==> config.mk <==
export PLATFORM = sky130hd
export DESIGN_NAME = dmt_data_memory_table_read
export DESIGN_NICKNAME = d
export VERILOG_FILES = /design/src/pkg/dmt_pkg.sv /design/src/hdl/dmt_gp_bank.sv /design/src/hdl/dmt_data_memory_table_read.sv
export SDC_FILE = /design/constraint.sdc
export NUM_CORES = 2
export LEC_CHECK = 0
export BUFFER_PORTS_ARGS = -buffer_cell sky130_fd_sc_hd__buf_4
export CAP_MARGIN = 10
export CORE_UTILIZATION = 45
export DETAILED_ROUTE_END_ITERATION = 10
export SETUP_SLACK_MARGIN = 0.5
export SYNTH_ARGS = -nofsm -noshare
export SYNTH_HDL_FRONTEND = slang
export SYNTH_SLANG_ARGS = --single-unit
==> constraint.sdc <==
create_clock -name i_clk -period 6.5 [get_ports i_clk]
set_input_delay 0.325 -clock i_clk [delete_from_list [all_inputs] [get_ports i_clk]]
set_output_delay 0.325 -clock i_clk [all_outputs]
set_load 0.02 [all_outputs]
==> src/pkg/dmt_pkg.sv <==
// constants and carrier types for the data memory and table read block
package dmt_pkg;

  // ------------------------------------------------------------
  // data memory geometry
  // ------------------------------------------------------------
  localparam int DATA_W = 8;
  localparam int GP_BANK_AW = 7;
  localparam logic [7:0] SFR_FIRST = 8'h00;
  localparam logic [7:0] SFR_LAST = 8'h7F;
  localparam logic [7:0] GP_FIRST = 8'h80;
  localparam logic [7:0] GP_LAST = 8'hFF;

  // ------------------------------------------------------------
  // special function addresses
  // ------------------------------------------------------------
  localparam logic [7:0] ADDR_IND_ZERO = 8'h00;
  localparam logic [7:0] ADDR_PTR_ZERO = 8'h01;
  localparam logic [7:0] ADDR_IND_ONE = 8'h02;
  localparam logic [7:0] ADDR_PTR_ONE = 8'h03;
  localparam logic [7:0] ADDR_BANK_SEL = 8'h04;
  localparam logic [7:0] ADDR_TAB_PTR_LO = 8'h07;
  localparam logic [7:0] ADDR_TAB_HIGH = 8'h08;
  localparam logic [7:0] ADDR_TAB_PTR_HI = 8'h09;
  localparam logic [7:0] ADDR_NV_CTRL = 8'h40;

  // ------------------------------------------------------------
  // reset values and field positions
  // ------------------------------------------------------------
  localparam logic BANK_SEL_RST = 1'b0;
  localparam logic [7:0] BYTE_RST = 8'h00;
  localparam logic [7:0] READ_ZERO = 8'h00;
  localparam int BANK_BIT_POS = 0;
  localparam int PM_WORD_W = 16;
  localparam int PM_HI_LSB = 8;

  // ------------------------------------------------------------
  // carrier types
  // ------------------------------------------------------------
  typedef struct packed {
    logic valid;
    logic wr;
    logic [7:0] addr;
    logic [7:0] wdata;
  } dmt_req_s;

  typedef struct packed {
    logic nop;
    logic bank;
    logic [7:0] addr;
  } dmt_eff_s;

  typedef enum logic [0:0] {
    ST_IDLE = 1'b0,
    ST_FETCH = 1'b1
  } dmt_state_e;

endpackage : dmt_pkg

==> src/hdl/dmt_gp_bank.sv <==
// one bank of general purpose data memory
`timescale 1ns/100ps
`default_nettype none
module dmt_gp_bank #(
  parameter int DW = 8,
  parameter int AW = 7
) (
  input wire logic i_clk,
  input wire logic i_we,
  input wire logic [AW-1:0] i_addr,
  input wire logic [DW-1:0] i_wdata,
  output logic [DW-1:0] o_rdata
);
  import dmt_pkg::*;

  logic [DW-1:0] mem [2**AW];

  if (DW < 1 || AW < 1) begin : g_bad_geometry
    $error("dmt_gp_bank: bad geometry");
  end

  // ------------------------------------------------------------
  // storage
  // ------------------------------------------------------------
  always_ff @(posedge i_clk) begin
    if (i_we) begin
      mem[i_addr] <= i_wdata;
    end
  end

  assign o_rdata = mem[i_addr];

endmodule : dmt_gp_bank
`default_nettype wire

==> src/hdl/dmt_data_memory_table_read.sv <==
// data memory with bank select, indirect access and table read path
//
// Summary of operation
// - table address is page high byte plus offset
// - table read loads upper word byte automatically
// - table high latch ignores software writes
// - table instructions occupy two instruction cycles
// - data memory is byte wide from zero
// - 00H-7FH special area, 80H-FFH general area
// - general locations read/write, some specials protected
// - larger variant has two general banks
// - specials shared, 40H only in bank one
// - unimplemented table high bits read zero
// - direct addressing reaches bank zero, except 40H which follows select
// - first pointer bank zero, second follows select
// - select bit resets zero except watchdog wake
`timescale 1ns/100ps
`default_nettype none
module dmt_data_memory_table_read #(
  parameter int NUM_BANKS = 2,
  parameter int PM_AW = 12,
  parameter int TAB_HI_BITS = 8
) (
  input wire logic i_clk,
  input wire logic i_resetn,
  input wire logic i_wdt_pd_wake,
  input wire dmt_pkg::dmt_req_s i_req,
  output logic [7:0] o_rdata,
  output logic o_rvalid,
  output logic o_busy,
  input wire logic i_tab_req,
  input wire logic [7:0] i_tab_dest,
  output logic o_pm_rd,
  output logic [PM_AW-1:0] o_pm_addr,
  input wire logic [15:0] i_pm_data,
  output logic o_bank_sel
);
  import dmt_pkg::*;

  if (NUM_BANKS < 1 || NUM_BANKS > 2 || PM_AW < 9 || PM_AW > 15 || TAB_HI_BITS < 1 || TAB_HI_BITS > 8) begin : g_bad_cfg
    $error("dmt_data_memory_table_read: unsupported parameters");
  end

  localparam int HI_W = PM_AW - 8;
  localparam logic [7:0] HI_MASK = 8'((9'h001 << TAB_HI_BITS) - 9'h001);

  // ------------------------------------------------------------
  // state
  // ------------------------------------------------------------
  dmt_state_e state, next_state;
  logic [7:0] pointer_zero, next_pointer_zero;
  logic [7:0] pointer_one, next_pointer_one;
  logic bank_select_bit, next_bank_select_bit;
  logic [7:0] tab_ptr_lo, next_tab_ptr_lo;
  logic [HI_W-1:0] tab_ptr_hi, next_tab_ptr_hi;
  logic [7:0] table_high_latch, next_table_high_latch;
  logic [7:0] nv_control_reg, next_nv_control_reg;
  logic [7:0] tab_dest, next_tab_dest;
  logic [7:0] rdata, next_rdata;
  logic rvalid, next_rvalid;
  logic pm_rd, next_pm_rd;
  logic [PM_AW-1:0] pm_addr, next_pm_addr;

  logic [7:0] sfr_mem [2**GP_BANK_AW];
  logic [7:0] gp_rd [NUM_BANKS];
  logic [7:0] gp_sel_rd;
  logic [7:0] tab_hi_rd;
  logic acc_valid;
  logic acc_wr;
  logic [7:0] acc_addr;
  logic [7:0] acc_wdata;
  dmt_eff_s eff;
  logic is_gp;
  logic sfr_mem_we;

  // ------------------------------------------------------------
  // address resolution
  // ------------------------------------------------------------
  function automatic dmt_eff_s resolve(input logic [7:0] a, input logic [7:0] p0, input logic [7:0] p1,
                                       input logic b);
    dmt_eff_s e;
    e.nop = 1'b0;
    e.bank = 1'b0;
    e.addr = a;
    if (a == ADDR_IND_ZERO) begin
      e.addr = p0;
    end else if (a == ADDR_IND_ONE) begin
      e.addr = p1;
      e.bank = b;
    end
    if ((a == ADDR_IND_ZERO || a == ADDR_IND_ONE) && (e.addr == ADDR_IND_ZERO || e.addr == ADDR_IND_ONE)) begin
      e.nop = 1'b1;
    end
    return e;
  endfunction : resolve

  // table fetch owns the data path in its second cycle
  always_comb begin
    if (state == ST_FETCH) begin
      acc_valid = 1'b1;
      acc_wr = 1'b1;
      acc_addr = tab_dest;
      acc_wdata = i_pm_data[PM_HI_LSB-1:0];
    end else begin
      acc_valid = i_req.valid;
      acc_wr = i_req.wr;
      acc_addr = i_req.addr;
      acc_wdata = i_req.wdata;
    end
  end

  assign eff = resolve(acc_addr, pointer_zero, pointer_one, bank_select_bit);
  assign is_gp = (eff.addr >= GP_FIRST) && (eff.addr <= GP_LAST);

  // ------------------------------------------------------------
  // general purpose banks
  // ------------------------------------------------------------
  for (genvar g = 0; g < NUM_BANKS; g++) begin : g_bank
    dmt_gp_bank #(
      .DW(DATA_W),
      .AW(GP_BANK_AW)
    ) u_bank (
      .i_clk(i_clk),
      .i_we(acc_valid && acc_wr && !eff.nop && is_gp && (eff.bank == 1'(g))),
      .i_addr(eff.addr[GP_BANK_AW-1:0]),
      .i_wdata(acc_wdata),
      .o_rdata(gp_rd[g])
    );
  end

  assign gp_sel_rd = (eff.bank && NUM_BANKS == 2) ? gp_rd[NUM_BANKS-1] : gp_rd[0];
  assign tab_hi_rd = {{(8-HI_W){1'b0}}, tab_ptr_hi};

  // ------------------------------------------------------------
  // generic special function storage
  // ------------------------------------------------------------
  always_ff @(posedge i_clk) begin
    if (sfr_mem_we) begin
      sfr_mem[eff.addr[GP_BANK_AW-1:0]] <= acc_wdata;
    end
  end

  // ------------------------------------------------------------
  // next state
  // ------------------------------------------------------------
  always_comb begin
    next_state = state;
    next_pointer_zero = pointer_zero;
    next_pointer_one = pointer_one;
    next_bank_select_bit = bank_select_bit;
    next_tab_ptr_lo = tab_ptr_lo;
    next_tab_ptr_hi = tab_ptr_hi;
    next_table_high_latch = table_high_latch;
    next_nv_control_reg = nv_control_reg;
    next_tab_dest = tab_dest;
    next_rdata = rdata;
    next_rvalid = 1'b0;
    next_pm_rd = 1'b0;
    next_pm_addr = pm_addr;
    sfr_mem_we = 1'b0;

    // reads
    if (state == ST_IDLE && acc_valid && !acc_wr) begin
      next_rvalid = 1'b1;
      if (eff.nop) begin
        next_rdata = READ_ZERO;
      end else if (is_gp) begin
        next_rdata = gp_sel_rd;
      end else begin
        case (eff.addr)
          ADDR_IND_ZERO, ADDR_IND_ONE: next_rdata = READ_ZERO;
          ADDR_PTR_ZERO: next_rdata = pointer_zero;
          ADDR_PTR_ONE: next_rdata = pointer_one;
          ADDR_BANK_SEL: next_rdata = {7'h00, bank_select_bit};
          ADDR_TAB_PTR_LO: next_rdata = tab_ptr_lo;
          ADDR_TAB_PTR_HI: next_rdata = tab_hi_rd;
          ADDR_TAB_HIGH: next_rdata = table_high_latch;
          ADDR_NV_CTRL: next_rdata = bank_select_bit ? nv_control_reg : READ_ZERO;
          default: next_rdata = sfr_mem[eff.addr[GP_BANK_AW-1:0]];
        endcase
      end
    end

    // writes
    if (acc_valid && acc_wr && !eff.nop && !is_gp) begin
      case (eff.addr)
        ADDR_IND_ZERO, ADDR_IND_ONE: next_rdata = rdata;
        ADDR_PTR_ZERO: next_pointer_zero = acc_wdata;
        ADDR_PTR_ONE: next_pointer_one = acc_wdata;
        ADDR_BANK_SEL: next_bank_select_bit = (NUM_BANKS == 2) ? acc_wdata[BANK_BIT_POS] : BANK_SEL_RST;
        ADDR_TAB_PTR_LO: next_tab_ptr_lo = acc_wdata;
        ADDR_TAB_PTR_HI: next_tab_ptr_hi = acc_wdata[HI_W-1:0];
        ADDR_TAB_HIGH: next_table_high_latch = table_high_latch;
        ADDR_NV_CTRL: begin
          if (bank_select_bit) begin
            next_nv_control_reg = acc_wdata;
          end
        end
        default: sfr_mem_we = 1'b1;
      endcase
    end

    // table read sequencer
    case (state)
      ST_IDLE: begin
        if (i_tab_req) begin
          next_state = ST_FETCH;
          next_pm_rd = 1'b1;
          next_pm_addr = {tab_ptr_hi, tab_ptr_lo};
          next_tab_dest = i_tab_dest;
        end
      end
      ST_FETCH: begin
        next_state = ST_IDLE;
        next_table_high_latch = i_pm_data[PM_WORD_W-1:PM_HI_LSB] & HI_MASK;
      end
      default: next_state = ST_IDLE;
    endcase

    if (!i_resetn) begin
      next_state = ST_IDLE;
      next_pointer_zero = BYTE_RST;
      next_pointer_one = BYTE_RST;
      next_tab_ptr_lo = BYTE_RST;
      next_tab_ptr_hi = '0;
      next_table_high_latch = BYTE_RST;
      next_nv_control_reg = BYTE_RST;
      next_tab_dest = BYTE_RST;
      next_rdata = BYTE_RST;
      next_rvalid = 1'b0;
      next_pm_rd = 1'b0;
      next_pm_addr = '0;
      sfr_mem_we = 1'b0;
      if (!i_wdt_pd_wake) begin
        next_bank_select_bit = BANK_SEL_RST;
      end else begin
        next_bank_select_bit = bank_select_bit;
      end
    end
  end

  // ------------------------------------------------------------
  // registers
  // ------------------------------------------------------------
  always_ff @(posedge i_clk) begin
    state <= next_state;
    pointer_zero <= next_pointer_zero;
    pointer_one <= next_pointer_one;
    bank_select_bit <= next_bank_select_bit;
    tab_ptr_lo <= next_tab_ptr_lo;
    tab_ptr_hi <= next_tab_ptr_hi;
    table_high_latch <= next_table_high_latch;
    nv_control_reg <= next_nv_control_reg;
    tab_dest <= next_tab_dest;
    rdata <= next_rdata;
    rvalid <= next_rvalid;
    pm_rd <= next_pm_rd;
    pm_addr <= next_pm_addr;
  end

  assign o_rdata = rdata;
  assign o_rvalid = rvalid;
  assign o_busy = (state == ST_FETCH);
  assign o_pm_rd = pm_rd;
  assign o_pm_addr = pm_addr;
  assign o_bank_sel = bank_select_bit;

endmodule : dmt_data_memory_table_read
`default_nettype wire

# ---- Word-level counts from Yosys, hierarchy flattened
# Memory sizes are Yosys's and may differ from the RTL's.
# Index checks and enable logic that the tools add are counted.
dict set report totals {
  register_bits 76
  ramBits 3072
  in_bits 46
  wordCells 93
  n_memories 3
}
# memory words word_bits rd rd_ports_with_merged_regs wr line
set memory_table {}
lappend memory_table {{g_bank[0].u_bank.mem} 128 8 1 0 1 dmt_gp_bank.sv:16} ;# logic [DW-1:0] mem [2**AW];
lappend memory_table {{g_bank[1].u_bank.mem} 128 8 1 0 1 dmt_gp_bank.sv:16}
lappend memory_table {sfr_mem 128 8 1 0 1 dmt_data_memory_table_read.sv:64} ;# logic [7:0] sfr_mem [2**GP_BANK_AW];
dict set report classes {
  order_cmp 2
  n_eq_ne 13
  n_mux 32
  bitwise 3
  n_reduce_logical 27
}
# operator count
set op_table {}
lappend op_table {{$mux W8} 10}
lappend op_table {{$pmux W8 S8} 1}
lappend op_table {{$eq A8 B2 Y1 const B} 3}
lappend op_table {{$mux W1} 19}
lappend op_table {{$eq A8 B3 Y1 const B} 2}
lappend op_table {{$eq A8 B4 Y1 const B} 2}
lappend op_table {{$logic_not A8 Y1} 2}
lappend op_table {{$logic_and A1 B1 Y1} 10}
lappend op_table {{$reduce_and A2 Y1} 5}
lappend op_table {{$mux W9} 1}
lappend op_table {{$reduce_or A9 Y1} 1}
lappend op_table {{$eq A8 B1 Y1 const B} 1}
lappend op_table {{$eq A8 B7 Y1 const B} 1}
lappend op_table {{$ge A8 B8 Y1 const B} 1}
lappend op_table {{$le A8 B8 Y1 const B} 1}
lappend op_table {{$reduce_and A3 Y1} 2}
lappend op_table {{$ne A2 B1 Y1 const B} 2}
lappend op_table {{$ne A2 B2 Y1 const B} 2}
lappend op_table {{$reduce_or A2 Y1} 2}
lappend op_table {{$logic_not A1 Y1} 3}
lappend op_table {{$not A1 Y1} 3}
lappend op_table {{$logic_or A1 B1 Y1} 2}
lappend op_table {{$pmux W1 S2} 1}

# ---- Longest topological paths before layout
dict set report logic_depth {
  word_depth 15
  ltp_mapped 18
  mapped_depth_nobuf 11
}

# ---- By module
# Synthesis repeated with hierarchy kept, for this count alone.
dict set report unflattened {
  hier_cells 8374
  hier_area_um2 125176.3
}
# module instances cells_per_inst area_per_inst_um2 seq_area_each_um2
set by_module_without_submodules {}
lappend by_module_without_submodules {dmt_gp_bank 2 2467 40273.6 30749.5}
lappend by_module_without_submodules {dmt_data_memory_table_read 1 3440 44629.1 32260.9}

# ---- Least setup slack after synthesis
# Ideal clock, no wire load.
dict set report synth_timing {
  path_type {register to register}
  start {register state (netlist: o_busy)}
  end {memory g_bank[0].u_bank.mem[0][4] (data pin)}
  setup_ns 1.057
  arrival_ns 6.280
  required_time_ns 5.443
  setup_slack_ns -0.836
  path_stages_with_launch 7
  path_buffers 4
  period_less_slack_ns 7.336
  path_cell_list {dfxtp_1 buf_2 buf_1 clkbuf_1 buf_1 mux2i_1 inv_1}
}
dict set report synth_via {
  elab_chain_cells 1
}
# item line
set synth_rtl {}
lappend synth_rtl {{from (decl)} dmt_data_memory_table_read.sv:50} ;# dmt_state_e state, next_state;
lappend synth_rtl {{from (signal assigned)} dmt_data_memory_table_read.sv:246} ;# state <= next_state;
lappend synth_rtl {{$mux W8} dmt_data_memory_table_read.sv:99} ;# if (state == ST_FETCH) begin
lappend synth_rtl {{net acc_wdata[4]} dmt_data_memory_table_read.sv:71} ;# logic [7:0] acc_wdata;
lappend synth_rtl {{to (decl)} dmt_gp_bank.sv:16}
# The timed path passes the listed nets, and every way through them passes these cells.

# ---- Final worst setup path
dict set report layout_timing {
  start {register state (netlist: o_busy)}
  end {register rdata[6] (netlist: o_rdata[6])}
}
dict set report layout_via {
  elab_chain_cells 12
  elab_cells_between_ends 45
  cone_classes {order compare (2); eq/ne (10); mux (14); bitwise (1); reduce/logical (15); memory (3)}
}
# item line
set layout_rtl {}
lappend layout_rtl {{parallel branches: the longest is 12 deep, another holds $mem_v2 Z128 W8} --}
lappend layout_rtl {{to (signal assigned)} dmt_data_memory_table_read.sv:255} ;# rdata <= next_rdata;
lappend layout_rtl {{to (decl)} dmt_data_memory_table_read.sv:59} ;# logic [7:0] rdata, next_rdata;
# Parallel ways; which one is timed is not known. The select of a mux whose other input is x is not followed.
# A chain may end at the register's enable or synchronous reset.

==> reports/results.ini <==
[outcome]
run_status = complete, but fails checks
violations = capacitance limit

[place]
gp_routability_congestion = 0.964
hpwlAfterDp_microns = 228000
place.port_buffers = 69
place.detailed.instances = 10535
dpl_cell_area_sq_mm = 0.125

[worst_setup_path]
cpMaxStageDelayCell = o21ai_0
timing.critical_path.arrival_ns = 6.88
crit_required_ns = 7.34
timing.critical_path.to = o_rdata[6]
reg2reg_to = o_rdata[6]
reg2regPathDepth = 14
critPathLaunch = o_busy
reg2reg_from = o_busy
cpPeakStageDelay_ns = 0.82
setup.worst_path.start_class = flip-flop
worst_r2r_setup_slack_ns = 0.46
path_max_fanout = 41
setup.worst_path.end_class = flip-flop
worstSetupPathType = reg2reg
critical_path.cell_chain = buf_4 > nand2b_1 > or3_1 > a221oi_4 > o32ai_4 > buf_4 > a221o_1 > a221oi_1 > nor3_1 > o21ai_0 > o311ai_0 > clkbuf_2 > or3_1 > a32o_1

[sta]
slew_headroom = 0.0152
final-setup-viol-count = 0
timing.hold.ws_ns = 0.124
finalCritPeriodShare = 0.929
finClkSkew_ns = 0.0711
final_number_of_max_transition_violations = 0
tightest_slew_ns = 1.46
timing_hold_violations_final = 0
fin_crit_ns = 6.04
max_freq_mhz = 166
grt_setup_unrepaired = yes

[synthesis]
synth-edff-count = 3073
synthesis.instances = 7052
postSynthAreaPerCell_sq_um = 16.8
synth_cell_type_count = 82
synth.yosys.warnings = 0
synth-main-ff-cell = edfxtp_1
syn-cell-area_sq_mm = 0.118
synth-seq-area-share = 0.792
ys_ff_latch = 3147
synth_async_sr_flop_share = 0

[power_and_ir_drop]
p_per_area_mw_per_mm2 = 330
power.static_leakage_nw = 41.3
power.ir.vdd_worst_uv = 305

[drt]
drt-wirelength-per-cell_microns = 33.6
ant_nets = 0
route.met3.wl_microns = 43700
drt-initial-drc-count = 10509
finalWirelength_microns = 375000
wirelength_met1_microns = 145000
dr.max_layer_used = met5
dr_drc_count = 0
vias = 73562
detail_route.first_pass.iterations = 7
route.met2.wl_microns = 168000
drt-vias-per-instance = 6.59

[layout]
stdcell_count = 11161
registers.top_by_ff_count = g_bank.u_bank.mem
design_area_sq_mm = 0.136
finish.utilization = 0.521
area.sequential_sq_mm = 0.0938
fillerInstances = 21085
drive_gt1_frac = 0.129
most_frequent_standard_cell_in_the_layout_excluding_fill_and_tap_cells = edfxtp_1
finish.net_count = 7461
largest_register_ffs = 2048
area_delta_synth_final_pct = 14.6
multi_input_gate_area_sq_mm = 0.0226
most_frequent_cells_in_the_layout = 3073 x edfxtp_1, 542 x o22ai_1, 446 x o221ai_1

[clocking]
clock_sink_count = 3147
clkLatencyLatePin_ns = 0.97
path_clk_slew_ns = 0.06
htree_num_levels = 5
cts_made_buffers = 326
cts_max_path_buffers = 4
cts_tree = yes
cts-root-buf = clkbuf_16

[floorplan]
starting_density_of_the_core = 0.454
dieHeight_microns = 515
standard_cell_row_count = 187
die_w_microns = 515
ioPinCount = 70
floorplan.die_area_sq_mm = 0.265
floorplan.core_area_sq_mm = 0.261

[grt]
grt_pass1_vias = 70764
grt_remaining_overflow = 0
grt_start_max_net_pins = 249
antenna_found_initial = 27
total_routing_usage_gr = 0.276
global_route_wire_length_before_repair_microns = 526000

[job]
max-cap-violations = 1

[hold_path]
min-delay-path-class = in2reg

[through the flow]
step / total power, W / setup TNS [ns] / setup slack (ns)
floorplan: 0.0252 / -232.79 / -0.303
finish: 0.0448 / 0 / 0.463
CTS: 0.0448 / 0 / 0.569
global placement: 0.0270 / 0 / 0.719
detailed placement: 0.0270 / 0 / 0.621
global route: 0.0457 / 0 / 0.488
[timing repair]
action	in CTS	in global routing
setup endpoints to repair	0	28
hold buffers	36	1
buffers inserted	0	7
resized for setup	0	6
endpoints found under the hold margin	50	5
[report_power, final]
group          internal, W  leakage [nW]  total, W  switching, W
Combinational      0.00113          8.09   0.00423       0.00310
Sequential          0.0225          28.3    0.0225     0.0000436
Clock               0.0104          4.93    0.0180       0.00759
Total               0.0341          41.3    0.0448        0.0107
[synthesized netlist by cell type (all sizes together) (18+ instances only)]
library cell,instances,share of area
edfxtp,3073,0.78
o22ai,545,0.029
o221ai,446,0.033
nor2,411,0.013
o22a,355,0.026
nor3,329,0.014
buf,312,0.014
clkbuf,253,0.0080
nand2,215,0.0068
o21ai,207,0.0088
a221oi,170,0.013
a21oi,77,0.0033
a22oi,74,0.0047
dfxtp,74,0.013
a221o,54,0.0046
a22o,50,0.0037
nand3,43,0.0018
a211oi,34,0.0022
o31a,26,0.0019
nor4,24,0.0014
o311ai,23,0.0017
a222oi,22,0.0019
o31ai,22,0.0014
mux2i,20,0.0017
or3,20,0.0011
and3,18,0.00095
o2111ai,18,0.0013
[how the worst min path moves through the flow]
| stage | startpoint | end | slack [ns] | depth (start not counted) |
|---|---|---|---|---|
| after floorplan | tab_dest[7] | tab_dest[7] | 0.43 | 2 |
| after detailed placement | o_pm_addr[6] | o_pm_addr[6] | 0.45 | 2 |
| final | i_req[5] | pointer_one[5] | 0.12 | 3 |
| after global routing | i_req[5] | pointer_one[5] | 0.1 | 3 |
| after global placement | o_pm_addr[6] | o_pm_addr[6] | 0.45 | 2 |
| after CTS | i_tab_req | o_pm_addr[6] | 0.02 | 4 |
[cell families (layout without fill, tap and decap cells)]
kind of cell | Yosys count | after routing | share of synthesized area
other cells | 1 | 83 | 0.0000317
simple gates | 1102 | 1102 | 0.0418
buf+inv | 579 | 1109 | 0.0226
flops | 3147 | 3147 | 0.792
mux | 25 | 25 | 0.00217
compound gates | 2197 | 2198 | 0.142
xor+xnor | 1 | 1 | 0.0000740
[layer usage]
metal  vias up  GRT usage
li1      30336          -
met1     37785      0.379
met2      4543      0.414
met3       872     0.0744
met4        26      0.120
met5         -          0
[worst max-delay path, delay by kind of cell (launching register included)]
family | cells | cell delay [ns]
flip-flops | 1 | 0.49
AND/OR/NAND/NOR | 4 | 1.25
buffers and inverters | 3 | 1.06
AO/OA/AOI/OAI | 7 | 3.00
[cell type report]
type                    instances  share of cell area
inverters                      14            0.000664
clock inverters               157              0.0105
multi-input cells            3398               0.166
diodes                         11            0.000203
clock buffers                 410              0.0637
well taps                    3496              0.0322
flip-flops and latches       3147               0.691
repair buffers                528              0.0355
Power figures use the tool's default switching activity.
